$ cat src/core/flc_params.svh
// Constants of the fast Ethernet line codec: code groups, seeds, counts.
// Assumes inclusion by bare name from the package file; the codec file relies on that inclusion.
// Functional notes
// - Encoder maps each nibble to five bits; decoder maps code groups back.
// - Sixteen code groups carry data, six are control, ten are invalid.
// - Recognise H halt/error, I idle, J K stream start, T R stream end.
// - Receiving an undefined code group sets the invalid-symbol flag.
// - Receiving a halt symbol sets the halt-detected flag.
// - Test bit plus MAC transmit error sends a normally invalid code group.
// - In 100M mode scramble outgoing bits and descramble incoming bits.
// - Transmit scrambler is seeded from the station address.
// - Raw symbol mode bypasses scrambler and descrambler.
// - Transmit converts NRZI stream into three-level code -1, 0, +1.
// - Receive converts three-level line signal back to NRZI.
// - Same transmit pins carry Manchester at 10M and MLT-3 at 100M.
// - At 10M detect swapped receive polarity and invert; also during auto-negotiation.
// - Serial code-group bits are turned into NRZI before the MLT-3 stage.
`ifndef FLC_PARAMS_SVH
`define FLC_PARAMS_SVH
// Code groups, leftmost bit sent first
`define FLC_SYM_I 5'h1F
`define FLC_SYM_J 5'h18
`define FLC_SYM_K 5'h11
`define FLC_SYM_T 5'h0D
`define FLC_SYM_R 5'h07
`define FLC_SYM_H 5'h04
`define FLC_SYM_BAD 5'h00
// Scrambler taps and seed fill below the station address
`define FLC_SCR_TAP_A 10
`define FLC_SCR_TAP_B 8
`define FLC_SCR_SEED_LOW 6'h3F
// Bits of idle needed to train the descrambler
`define FLC_TRAIN_BITS 4'hB
// Like-signed pulses needed to change the polarity decision
`define FLC_POL_PULSES 2'h2
// Last bit index within a code group
`define FLC_LAST_BIT 3'h4
`endif

$ cat src/core/flc_pkg.sv
// Types of the fast Ethernet line codec.
// Assumes the constants header sits beside it.
`include "flc_params.svh"
package flc_pkg;
  // Word queued from the MAC side
  typedef struct packed {
    logic en;
    logic er;
    logic [3:0] nib;
  } flc_txw_t;
  // Transmit stream sequencing
  typedef enum logic [1:0] {
    FLC_TX_IDLE = 2'b00,
    FLC_TX_K = 2'b01,
    FLC_TX_DATA = 2'b10,
    FLC_TX_R = 2'b11
  } flc_tx_st_t;
  // Decoded class of a received code group
  typedef struct packed {
    logic data;
    logic ctrl;
    logic [3:0] nib;
  } flc_dec_t;
endpackage

$ cat src/core/flc_codec.sv
// Fast Ethernet line codec: 4B/5B, scrambler, NRZI, MLT-3, Manchester pins,
// polarity correction, and the transmit word FIFO.
// Assumes MAC-side logic on ref_clk and line pins from another domain.
`timescale 1ns/10ps
`default_nettype none

module flc_fifo
  import flc_pkg::*;
#(
  parameter int W = 6,
  parameter int DEPTH = 8
) (
  input wire logic ref_clk,
  input wire logic srst,
  input wire logic in_valid,
  output logic in_ready,
  input wire logic [W-1:0] in_data,
  output logic out_valid,
  input wire logic out_ready,
  output logic [W-1:0] out_data
);
  localparam int AW = $clog2(DEPTH);
  typedef struct packed {
    logic [DEPTH-1:0][W-1:0] mem;
    logic [AW-1:0] wr;
    logic [AW-1:0] rd;
    logic [AW:0] cnt;
    logic rdy;
  } flc_fifo_st_t;
  flc_fifo_st_t q, d;
  logic push, pop;

  // Pointer and count update, ready registered from next count
  always_comb begin
    d = q;
    push = in_valid && q.rdy;
    pop = out_ready && (q.cnt != '0);
    if (push) begin
      d.mem[q.wr] = in_data;
      d.wr = (q.wr == AW'(DEPTH - 1)) ? '0 : q.wr + 1'b1;
    end
    if (pop) begin
      d.rd = (q.rd == AW'(DEPTH - 1)) ? '0 : q.rd + 1'b1;
    end
    d.cnt = q.cnt + {{AW{1'b0}}, push} - {{AW{1'b0}}, pop};
    d.rdy = (d.cnt != (AW + 1)'(DEPTH));
  end

  always_ff @(posedge ref_clk) begin
    if (srst) begin
      q <= '0;
    end else begin
      q <= d;
    end
  end

  assign in_ready = q.rdy;
  assign out_valid = (q.cnt != '0);
  assign out_data = q.mem[q.rd];
endmodule

module flc_codec
  import flc_pkg::*;
#(
  parameter int FIFO_DEPTH = 8
) (
  input wire logic ref_clk,
  input wire logic srst,
  input wire logic speed_100,
  input wire logic symbol_mode,
  input wire logic invalid_code_test,
  input wire logic autoneg_active,
  input wire logic [4:0] station_addr,
  input wire logic tx_valid,
  output logic tx_ready,
  input wire logic tx_en,
  input wire logic tx_er,
  input wire logic [3:0] tx_nibble,
  input wire logic ten_tx_active,
  input wire logic ten_tx_bit,
  input wire logic status_clear,
  output logic line_tx_positive,
  output logic line_tx_negative,
  input wire logic line_rx_positive,
  input wire logic line_rx_negative,
  output logic [3:0] rx_nibble,
  output logic rx_valid,
  output logic rx_error,
  output logic rx_in_frame,
  output logic invalid_symbol,
  output logic halt_detected,
  output logic polarity_swapped,
  output logic ten_rx_bit
);
  typedef struct packed {
    flc_tx_st_t st;
    logic [4:0] sym;
    logic [2:0] bcnt;
    logic [10:0] scr;
    logic nrzi;
    logic [1:0] mlt;
    logic man_ph;
    logic txp;
    logic txn;
    logic [1:0] s1;
    logic [1:0] s2;
    logic lvl_prev;
    logic zero_prev;
    logic [10:0] dscr;
    logic [3:0] train;
    logic [9:0] sh;
    logic aligned;
    logic [2:0] rcnt;
    logic [3:0] nib;
    logic rvalid;
    logic rerr;
    logic inv;
    logic halt;
    logic pol;
    logic [1:0] negc;
    logic [1:0] posc;
    logic ten_bit;
  } flc_st_t;

  flc_st_t q, d;
  flc_txw_t fifo_in, fifo_out;
  logic fifo_valid, fifo_ready, fifo_pop;

  // Nibble to code group
  function automatic logic [4:0] flc_enc(input logic [3:0] n);
    unique case (n)
      4'h0: flc_enc = 5'h1E;
      4'h1: flc_enc = 5'h09;
      4'h2: flc_enc = 5'h14;
      4'h3: flc_enc = 5'h15;
      4'h4: flc_enc = 5'h0A;
      4'h5: flc_enc = 5'h0B;
      4'h6: flc_enc = 5'h0E;
      4'h7: flc_enc = 5'h0F;
      4'h8: flc_enc = 5'h12;
      4'h9: flc_enc = 5'h13;
      4'hA: flc_enc = 5'h16;
      4'hB: flc_enc = 5'h17;
      4'hC: flc_enc = 5'h1A;
      4'hD: flc_enc = 5'h1B;
      4'hE: flc_enc = 5'h1C;
      4'hF: flc_enc = 5'h1D;
    endcase
  endfunction

  // Code group to nibble, control or invalid
  function automatic flc_dec_t flc_dec(input logic [4:0] s);
    flc_dec = '0;
    for (int i = 0; i < 16; i++) begin
      if (flc_enc(4'(i)) == s) begin
        flc_dec.data = 1'b1;
        flc_dec.nib = 4'(i);
      end
    end
    if (s == `FLC_SYM_I || s == `FLC_SYM_J || s == `FLC_SYM_K ||
        s == `FLC_SYM_T || s == `FLC_SYM_R || s == `FLC_SYM_H) begin
      flc_dec.ctrl = 1'b1;
    end
  endfunction

  // Transmit words wait here; source stalls on tx_ready
  assign fifo_in = '{en: tx_en, er: tx_er, nib: tx_nibble};
  flc_fifo #(.W($bits(flc_txw_t)), .DEPTH(FIFO_DEPTH)) u_fifo (
    .ref_clk(ref_clk),
    .srst(srst),
    .in_valid(tx_valid),
    .in_ready(fifo_ready),
    .in_data(fifo_in),
    .out_valid(fifo_valid),
    .out_ready(fifo_pop),
    .out_data(fifo_out)
  );

  // Words are taken only on a code-group boundary
  assign fifo_pop = (q.bcnt == `FLC_LAST_BIT) && (q.st != FLC_TX_R) && fifo_valid;

  always_comb begin
    logic bit_tx, key_tx, nrzi_n;
    logic pos_raw, neg_raw, lvl, rbit, key_rx, plain;
    logic [9:0] sh_n;
    flc_dec_t dc;
    bit_tx = 1'b0;
    key_tx = 1'b0;
    nrzi_n = 1'b0;
    pos_raw = 1'b0;
    neg_raw = 1'b0;
    lvl = 1'b0;
    rbit = 1'b0;
    key_rx = 1'b0;
    plain = 1'b0;
    sh_n = '0;
    dc = '0;
    d = q;
    d.rvalid = 1'b0;
    d.rerr = 1'b0;

    // Serialise current code group, next group on the last bit
    bit_tx = q.sym[`FLC_LAST_BIT - q.bcnt];
    if (q.bcnt == `FLC_LAST_BIT) begin
      d.bcnt = '0;
      unique case (q.st)
        FLC_TX_IDLE: begin
          d.sym = `FLC_SYM_I;
          if (fifo_valid && fifo_out.en) begin
            d.sym = `FLC_SYM_J;
            d.st = FLC_TX_K;
          end
        end
        FLC_TX_K: begin
          d.sym = `FLC_SYM_K;
          d.st = FLC_TX_DATA;
        end
        FLC_TX_DATA: begin
          if (!fifo_valid) begin
            d.sym = `FLC_SYM_H; // Underrun marked as transmit error
          end else if (!fifo_out.en) begin
            d.sym = `FLC_SYM_T;
            d.st = FLC_TX_R;
          end else if (fifo_out.er) begin
            d.sym = invalid_code_test ? `FLC_SYM_BAD : `FLC_SYM_H;
          end else begin
            d.sym = flc_enc(fifo_out.nib);
          end
        end
        FLC_TX_R: begin
          d.sym = `FLC_SYM_R;
          d.st = FLC_TX_IDLE;
        end
      endcase
    end else begin
      d.bcnt = q.bcnt + 3'h1;
    end

    // Free-running scrambler, bypassed in raw symbol mode
    key_tx = q.scr[`FLC_SCR_TAP_A] ^ q.scr[`FLC_SCR_TAP_B];
    d.scr = {q.scr[9:0], key_tx};
    if (!symbol_mode) begin
      bit_tx = bit_tx ^ key_tx;
    end

    // NRZI then MLT-3: a one toggles NRZI and steps the level cycle
    nrzi_n = q.nrzi ^ bit_tx;
    d.nrzi = nrzi_n;
    if (nrzi_n != q.nrzi) begin
      d.mlt = q.mlt + 2'h1;
    end

    // Shared pins: MLT-3 at 100M, Manchester halves at 10M
    // Phase restarts while idle so every bit opens with its first half
    d.man_ph = ten_tx_active ? ~q.man_ph : 1'b0;
    if (speed_100) begin
      d.txp = (d.mlt == 2'h1);
      d.txn = (d.mlt == 2'h3);
    end else if (ten_tx_active) begin
      d.txp = q.man_ph ? ~ten_tx_bit : ten_tx_bit;
      d.txn = ~d.txp;
    end else begin
      d.txp = 1'b0;
      d.txn = 1'b0;
    end

    // Two-stage synchroniser on the receive pins
    d.s1 = {line_rx_positive, line_rx_negative};
    d.s2 = q.s1;
    pos_raw = q.pol ? q.s2[0] : q.s2[1];
    neg_raw = q.pol ? q.s2[1] : q.s2[0];

    // Polarity vote on the leading half of each pulse
    if (q.zero_prev && (q.s2 != 2'b00) && (!speed_100 || autoneg_active)) begin
      if (neg_raw && !pos_raw) begin
        d.posc = '0;
        d.negc = (q.negc == `FLC_POL_PULSES) ? q.negc : q.negc + 2'h1;
        if (d.negc == `FLC_POL_PULSES) begin
          d.pol = ~q.pol;
          d.negc = '0;
        end
      end else if (pos_raw && !neg_raw) begin
        d.negc = '0;
        d.posc = (q.posc == `FLC_POL_PULSES) ? q.posc : q.posc + 2'h1;
      end
    end
    d.zero_prev = (q.s2 == 2'b00);
    d.ten_bit = pos_raw && !neg_raw;

    // Three-level to NRZI (nonzero level), NRZI to bit (transition)
    lvl = pos_raw ^ neg_raw;
    d.lvl_prev = lvl;
    rbit = lvl ^ q.lvl_prev;

    // Descrambler trains on idle until its predicted key matches the line
    // for the training count in a row; line lag cannot leave it misaligned
    key_rx = q.dscr[`FLC_SCR_TAP_A] ^ q.dscr[`FLC_SCR_TAP_B];
    if (q.train != `FLC_TRAIN_BITS) begin
      d.dscr = {q.dscr[9:0], ~rbit};
      d.train = (key_rx == ~rbit) ? q.train + 4'h1 : 4'h0;
      plain = 1'b1;
    end else begin
      d.dscr = {q.dscr[9:0], key_rx};
      plain = rbit ^ key_rx;
    end
    if (symbol_mode) begin
      plain = rbit;
    end
    if (!speed_100) begin
      d.train = '0;
    end

    // Frame on J K, then decode every fifth bit
    sh_n = {q.sh[8:0], plain};
    d.sh = sh_n;
    dc = flc_dec(sh_n[4:0]);
    if (!q.aligned) begin
      if (speed_100 && sh_n == {`FLC_SYM_J, `FLC_SYM_K}) begin
        d.aligned = 1'b1;
        d.rcnt = '0;
      end
    end else if (q.rcnt == `FLC_LAST_BIT) begin
      d.rcnt = '0;
      if (dc.data) begin
        d.nib = dc.nib;
        d.rvalid = 1'b1;
      end else if (sh_n[4:0] == `FLC_SYM_T) begin
        d.aligned = 1'b0;
      end else begin
        d.rerr = 1'b1;
        if (sh_n[4:0] == `FLC_SYM_I) begin
          d.aligned = 1'b0; // Premature end
        end
      end
    end else begin
      d.rcnt = q.rcnt + 3'h1;
    end

    // Sticky flags; a set in the clearing cycle wins
    if (status_clear) begin
      d.inv = 1'b0;
      d.halt = 1'b0;
    end
    if (q.aligned && q.rcnt == `FLC_LAST_BIT) begin
      if (!dc.data && !dc.ctrl) begin
        d.inv = 1'b1;
      end
      if (sh_n[4:0] == `FLC_SYM_H) begin
        d.halt = 1'b1;
      end
    end
  end

  // State register; scrambler seeded from station address
  always_ff @(posedge ref_clk) begin
    if (srst) begin
      q <= '0;
      q.sym <= `FLC_SYM_I;
      q.scr <= {station_addr, `FLC_SCR_SEED_LOW};
    end else begin
      q <= d;
    end
  end

  // Ready comes straight from the FIFO flop so a shown ready is a taken word
  assign tx_ready = fifo_ready;
  assign line_tx_positive = q.txp;
  assign line_tx_negative = q.txn;
  assign rx_nibble = q.nib;
  assign rx_valid = q.rvalid;
  assign rx_error = q.rerr;
  assign rx_in_frame = q.aligned;
  assign invalid_symbol = q.inv;
  assign halt_detected = q.halt;
  assign polarity_swapped = q.pol;
  assign ten_rx_bit = q.ten_bit;
endmodule

`default_nettype wire

$ cat config.mk
export PLATFORM = sky130hd
export DESIGN_NAME = flc_codec
export DESIGN_NICKNAME = d
export VERILOG_FILES = /design/src/core/flc_pkg.sv /design/src/core/flc_codec.sv
export VERILOG_INCLUDE_DIRS = /design/src /design/src/core
export SDC_FILE = /design/constraint.sdc
export NUM_CORES = 1
export LEC_CHECK = 0
export BUFFER_PORTS_ARGS = -buffer_cell sky130_fd_sc_hd__buf_2
export CAP_MARGIN = 40
export CELL_PAD_IN_SITES_DETAIL_PLACEMENT = 1
export CELL_PAD_IN_SITES_GLOBAL_PLACEMENT = 1
export CORE_MARGIN = 4
export CORE_UTILIZATION = 47
export DETAILED_ROUTE_END_ITERATION = 6
export PLACE_DENSITY_LB_ADDON = 0.1
export SLEW_MARGIN = 25
export SYNTH_ARGS = -nofsm -noshare
export SYNTH_HDL_FRONTEND = slang
export SYNTH_HIERARCHICAL = 1
export SYNTH_SLANG_ARGS = --single-unit
$ cat constraint.sdc
create_clock -name ref_clk -period 3.53 [get_ports ref_clk]
set_input_delay 0.706 -clock ref_clk [delete_from_list [all_inputs] [get_ports ref_clk]]
set_output_delay 0.706 -clock ref_clk [all_outputs]
set_load 0.005 [all_outputs]
==> results of run 1 <==
[final cells by class]
| cell class | count | share of cell area [%] |
|---|---|---|
| multi-input cells | 467 | 45.70 |
| flip-flops and latches | 131 | 38.10 |
| clock buffers | 22 | 6.890 |
| repair buffers | 45 | 4.090 |
| well taps | 172 | 3.127 |
| inverters | 23 | 1.254 |
| clock inverters | 6 | 0.8362 |
[per-layer routing]
metal  wire length (um)  vias up  share of wire, %  global-route usage (%)
met1               6767     2494                44                   25.82
li1                   -     2407                 -                       -
met3                479       18               3.1                   5.014
met5                  0        -                 0                       0
met2               7713       73                51                   36.84
met4                252        0               1.7                   9.174
[synthesized netlist by cell type (3+ instances only)]
| cell type | number | area [um2] |
|---|---|---|
| o211ai_1 | 4 | 30.03 |
| mux4_1 | 12 | 315.3 |
| xnor2_1 | 8 | 70.07 |
| a211oi_1 | 3 | 22.52 |
| nor2b_1 | 32 | 200.2 |
| nand4b_1 | 5 | 43.79 |
| o21ai_0 | 66 | 330.3 |
| nand3_1 | 64 | 320.3 |
| inv_1 | 23 | 86.33 |
| ha_1 | 20 | 250.2 |
| xor2_1 | 4 | 35.03 |
| mux2i_1 | 7 | 70.07 |
| or4_1 | 3 | 22.52 |
| buf_2 | 5 | 25.02 |
| nor2_1 | 28 | 105.1 |
| buf_1 | 7 | 26.28 |
| or2_2 | 9 | 56.30 |
| a31oi_1 | 6 | 37.54 |
| dfxtp_1 | 131 | 2623 |
| mux2_2 | 12 | 135.1 |
| nand2b_1 | 15 | 93.84 |
| nand3b_1 | 3 | 22.52 |
| buf_4 | 4 | 30.03 |
| nor3_1 | 13 | 65.06 |
| a21oi_1 | 77 | 385.4 |
| clkbuf_1 | 36 | 135.1 |
| nor3b_1 | 6 | 45.04 |
| nand2_1 | 27 | 101.4 |
| or3_1 | 5 | 31.28 |
[registers in the layout (all words and copies together), names as in the netlist, 4 cells and up]
register and flops:
d 21, u_fifo/q 58, rx_nibble 4, q 38
[power by group through the flow]
stage	clock [uW]	combinational, uW	sequential, uW
2_1_floorplan	0	411	1620
3_3_place_gp	0	518	1640
3_5_place_dp	0	558	1640
4_1_cts	1650	563	1610
5_1_grt	1720	639	1620
6_report	1610	569	1610
[worst paths after layout]
check | startpoint | to
hold reg to reg | d[57] | d[58]
setup reg to reg | u_fifo/q[3] | u_fifo/in_ready
hold / removal | d[57] | d[58]
setup / recovery | u_fifo/q[3] | u_fifo/in_ready
[kinds of logic after synthesis]
logic type / share of synthesized area, %
AO/OA/AOI/OAI: 16.28
XOR/XNOR: 2.525
adder cells (fa/ha/maj): 4.434
buffers and inverters: 5.399
flip-flops: 43.03
multiplexers: 8.540
AND/OR/NAND/NOR: 19.79
[per-stage QoR]
stage                     instances  total power, uW  setup WS [ns]  hold WS (ns)  area, um2
after floorplan                 675             2027         0.5734        0.3895       6095
after global placement          831             2156         0.5020        0.3904       6277
after detailed placement        836             2201         0.3541        0.3993       6326
after CTS                       864             3822         0.3339        0.4121       6858
after global routing            866             3981        0.06948        0.4247       6883
final                           866             3792         0.4000        0.4091       6883
[worst max-delay path, stage by stage (launching register included)]
cell and delay (ns):
dfxtp_1 0.30, inv_1 0.07, ha_1 0.14, nor3b_1 0.31, inv_1 0.21, nand2_1 0.11, nor2_1 0.07, inv_1 0.13
nor2_1 0.06, ha_1 0.26, inv_1 0.04, ha_1 0.19, fa_1 0.48, or3_1 0.36, nor4_1 0.18, a211oi_1 0.09
[timing repair]
| action | CTS | global route |
|---|---|---|
| setup endpoints to repair | 0 | 1 |
| hold buffers | 0 | 0 |
| gates resized for setup | 0 | 1 |
==> run summary, run 1 <==
CP max FO - 8
DPL Wire Length - 9.997 mm
vias per inst - 5.764
initial antenna violation count - 0
Final nets - 729
RePlAce Congestion - 0.8335
#FFs+latches synth - 131
Post-synth EDFFs - 0
DRT Wirelength - 15.21 mm
R2R cell count - 15
Slew headroom - 46.04%
Clk pwr share - 42.4%
max_cap viols - 0
buffers added on ports - 36
switch share - 26.77%
RSZ-0062 raised after global routing - false
static leakage - 0.002526 uW
TritonCTS buffer count - 17
DRC Markers - 0
post-layout util - 54.32%
Pins Over Slew Limit - 0
num rows - 41
worst path arrival time - 3.42 ns
drt pass-1 iters - 4
worst skew pair latency - 0.42 ns
Via Count - 4992
Worst R2R Setup Slack - 0.40 ns
Syn Area/Cell - 9.029 um2
initial drt markers - 330
TritonCTS clock tree - yes
ANT cells - 0
GRT Total Usage - 21.49%
clk_skew - 0.009308 ns
critical path capture point type - flop
Pwr per Cell Area - 551.0 mW/mm2
# H-tree levels - 4
commonest cells after routing, fill and taps aside - dfxtp_1, a21oi_1, o21ai_0
first-pass GRT wire length - 25.26 mm
Reg power frac - 42.5%
Final min period - 3.130 ns
cell internal pwr - 2777 uW
ratio of cells with drive above 1 in the final layout - 14.41%
core area - 0.01267 mm2
top achievable clock speed - 319.5 MHz
final hold violations - 0
Worst-path clk slew - 0.06 ns
effective utilization at floorplan - 48.10%
Synth Flop Type - dfxtp_1
period utilisation layout - 88.67%
number of distinct library cells after synthesis - 58
vias in the first global route - 5172
chip width - 121.9 um
Root Driver - clkbuf_16
CTS max path bufs - 2
chip height - 121.9 um
maximum number of pins on one net before global-route repair - 70
most common cell after layout, fill and taps aside - dfxtp_1
Mapped Area - 0.006095 mm2
Max VDD drop - 0.3609 mV
worst slew pin tran - 0.8083 ns
synth warn - 6
I/O Pins - 37
Switch Pwr - 1015 uW
outcome - completed
Req. time, crit path - 3.82 ns
Final setup viols - 0
syn nets - 719
sequential-to-total area share from yosys stat - 43.03%
Multi-input gate area - 0.003146 mm2
Post-Synthesis Cells - 675
Hold Path Class - flop to flop
startpoint type of the worst setup path - flop
storage element area - 0.002623 mm2
CTS sink count - 131
routed len/inst - 17.57 um
Fill cells - 1468
Post-Route Setup TNS - 0 ns
Area growth syn-to-layout - 12.93%
Die ar. - 0.01485 mm2
WS Path Type - flop to flop
hold depth - 1
combinational share of power - 15.0%
Remaining Overflow, GRT - 0
# Post-CTS Setup Buffers - 0
DRT antenna net count - 0
FFs w/ async S/R, synth - 0%
No activity file was read; power rests on OpenSTA's default activity.
==> inputs of run 2 (changes only) <==
--- a/config.mk
+++ b/config.mk
@@ -11,7 +11,8 @@
 export CELL_PAD_IN_SITES_DETAIL_PLACEMENT = 1
 export CELL_PAD_IN_SITES_GLOBAL_PLACEMENT = 1
 export CORE_MARGIN = 4
-export CORE_UTILIZATION = 47
+export CORE_UTILIZATION = 49
+export CTS_BUF_LIST = sky130_fd_sc_hd__clkbuf_8
 export DETAILED_ROUTE_END_ITERATION = 6
 export PLACE_DENSITY_LB_ADDON = 0.1
 export SLEW_MARGIN = 25
==> run 2 against run 1 <==
  * Global-route usage is 0.65 points higher
  * Critical path type unchanged
  * Die area is 3.8% lower
  * Largest power group unchanged
  * Clock skew is 0.0010 ns lower
==> run summary, run 2 (same netlist as run 1, synthesis figures left out) <==
initial drt markers - 227 (was 330)
ratio of cells with drive above 1 in the final layout - 15.29% (was 14.41%)
TritonCTS clock tree - yes (unchanged)
most common cell after layout, fill and taps aside - dfxtp_1 (unchanged)
final hold violations - 0 (unchanged)
hold_buf cts - 0 (unchanged)
worst skew pair latency - 0.46 ns (was 0.42 ns)
I/O Pins - 37 (unchanged)
DRC Markers - 0 (unchanged)
outcome - completed (unchanged)
effective utilization at floorplan - 50.32% (was 48.10%)
Final Instance Area - 0.006789 mm2 (was 0.006883 mm2)
ANT cells - 0 (unchanged)
routed len/inst - 17.54 um (was 17.57 um)
hold depth - 1 (unchanged)
Placed Instances - 834 (was 836)
CP max FO - 9 (was 8)
RSZ-0062 raised after global routing - false (unchanged)
Pins Over Slew Limit - 0 (unchanged)
TritonCTS buffer count - 17 (unchanged)
CTS max path bufs - 2 (unchanged)
CTS sink count - 131 (unchanged)
Fill cells - 1404 (was 1468)
DRT Wirelength - 15.22 mm (was 15.21 mm)
chip height - 119.5 um (was 121.9 um)
Post-DP Area - 0.006327 mm2 (was 0.006326 mm2)
startpoint type of the worst setup path - flop (unchanged)
core area - 0.01211 mm2 (was 0.01267 mm2)
Root Driver - clkbuf_8 (was clkbuf_16)
vias in the first global route - 5307 (was 5172)
worst r2r dst - u_fifo/in_ready (unchanged)
Biggest register - u_fifo/q (unchanged)
chip width - 119.5 um (was 121.9 um)
Worst Hold Launch - d[59] (was d[57])
Final nets - 731 (was 729)
Area growth syn-to-layout - 11.39% (was 12.93%)
top achievable clock speed - 309.1 MHz (was 319.5 MHz)
commonest cells after routing, fill and taps aside - dfxtp_1, a21oi_1, o21ai_0 (unchanged)
initial antenna violation count - 0 (unchanged)
post-layout util - 56.05% (was 54.32%)
worst slew pin tran - 0.6562 ns (was 0.8083 ns)
Worst-path clk slew - 0.08 ns (was 0.06 ns)
Hold Path End - d[60] (was d[58])
CP Cell Sequence - inv_1 -> ha_1 -> ha_1 -> nand2_1 -> nor2_1 -> inv_1 -> nor2_1 -> ha_1 -> inv_1 -> ha_1 -> fa_1 -> or3_1 -> nor4_1 -> a211oi_1 (was inv_1 -> ha_1 -> nor3b_1 -> inv_1 -> nand2_1 -> nor2_1 -> inv_1 -> nor2_1 -> ha_1 -> inv_1 -> ha_1 -> fa_1 -> or3_1 -> nor4_1 -> a211oi_1)
Post-Layout Cell Count - 868 (was 866)
WS Path Type - flop to flop (unchanged)
CP max-delay cell - fa_1 (unchanged)
first-pass GRT wire length - 25.64 mm (was 25.26 mm)
GRT Total Usage - 22.14% (was 21.49%)
Worst R2R Setup Slack - 0.30 ns (was 0.40 ns)
Remaining Overflow, GRT - 0 (unchanged)
Req. time, crit path - 3.84 ns (was 3.82 ns)
CP peak stage delay - 0.47 ns (was 0.48 ns)
vias per inst - 5.719 (was 5.764)
RePlAce Congestion - 0.8149 (was 0.8335)
buffers added on ports - 36 (unchanged)
Final min period - 3.235 ns (was 3.130 ns)
Die ar. - 0.01429 mm2 (was 0.01485 mm2)
Final setup viols - 0 (unchanged)
static leakage - 0.002478 uW (was 0.002526 uW)
worst hold slack - 0.4165 ns (was 0.4091 ns)
post-cts sizing count - 0 (unchanged)
Pwr per Cell Area - 528.2 mW/mm2 (was 551.0 mW/mm2)
num rows - 40 (was 41)
Post-Route Setup TNS - 0 ns (unchanged)
Hold Path Class - flop to flop (unchanged)
critical path capture point type - flop (unchanged)
Via Count - 4964 (was 4992)
number of flip-flops in the largest register - 58 (unchanged)
period utilisation layout - 91.63% (was 88.67%)
maximum number of pins on one net before global-route repair - 61 (was 70)
Most common cell on crit path - ha_1 (was inv_1)
Slew headroom - 56.19% (was 46.04%)
clk_skew - 0.008287 ns (was 0.009308 ns)
max_cap viols - 0 (unchanged)
# Post-CTS Setup Buffers - 0 (unchanged)
worst path arrival time - 3.54 ns (was 3.42 ns)
DRT antenna net count - 0 (unchanged)
DPL Wire Length - 10.33 mm (was 9.997 mm)
Max VDD drop - 0.3466 mV (was 0.3609 mV)
drt pass-1 iters - 4 (unchanged)
R2R cell count - 14 (was 15)
r2r startpoint - q[66] (was u_fifo/q[3])
# H-tree levels - 4 (unchanged)
[run 2: cell types whose count changed in the layout (fill, tap and decap cells not counted), moves of 2 or more]
cell / previous run / this run
buf_4: 5 / 7
bufinv_16: 1 / 4
clkbuf_1: 2 / 0
clkbuf_16: 17 / 0
clkbuf_8: 3 / 17
clkinv_2: 4 / 2
clkinvlp_4: 1 / 5
inv_6: 0 / 3
[run 2: power by group]
group	switching [uW]	total [uW]	internal (uW)
logic	351	576	226
clock network	626	1400	776
registers	61.1	1610	1550
[run 2: per-stage QoR]
stage,power [uW],setup slack (ns)
after floorplan,2027,0.5734
after global placement,2152,0.4792
after detailed placement,2203,0.3164
after CTS,3613,0.2919
after global routing,3764,0.06945
final,3586,0.2953
[run 2: critical path, delay by kind of cell (launching register included)]
kind / cells / cell delay (ns)
flops: 1 / 0.38
buf+inv: 3 / 0.27
fa+ha+maj: 5 / 1.41
compound gates: 1 / 0.10
simple gates: 5 / 0.92
[run 2: layout make-up]
| class | count | area (um2) | share of cell area, % |
|---|---|---|---|
| Sequential cell | 131 | 2623 | 38.63 |
| Inverter | 23 | 86.33 | 1.272 |
| Tap cell | 168 | 210.2 | 3.096 |
| Clock buffer | 17 | 234.0 | 3.446 |
| Clock inverter | 15 | 205.2 | 3.022 |
| Multi-Input combinational cell | 467 | 3143 | 46.30 |
| Timing Repair Buffer | 47 | 287.8 | 4.239 |
[run 2: worst max path at each step]
stage                      from         endpoint  depth (start not counted)
CTS                       q[66]  u_fifo/in_ready                         14
finish                    q[66]  u_fifo/in_ready                         14
detailed placement        q[66]  u_fifo/in_ready                         14
global route              q[66]  u_fifo/in_ready                         14
global placement          q[66]  u_fifo/in_ready                         14
floorplan           u_fifo/q[3]  u_fifo/in_ready                         15
[run 2: routing by layer]
metal,global-route usage [%],share of wire [%],vias up
met5,0,0,-
met4,9.520,2.3,0
met3,4.713,3.4,26
met2,40.04,52,89
met1,25.10,43,2428
li1,-,-,2421
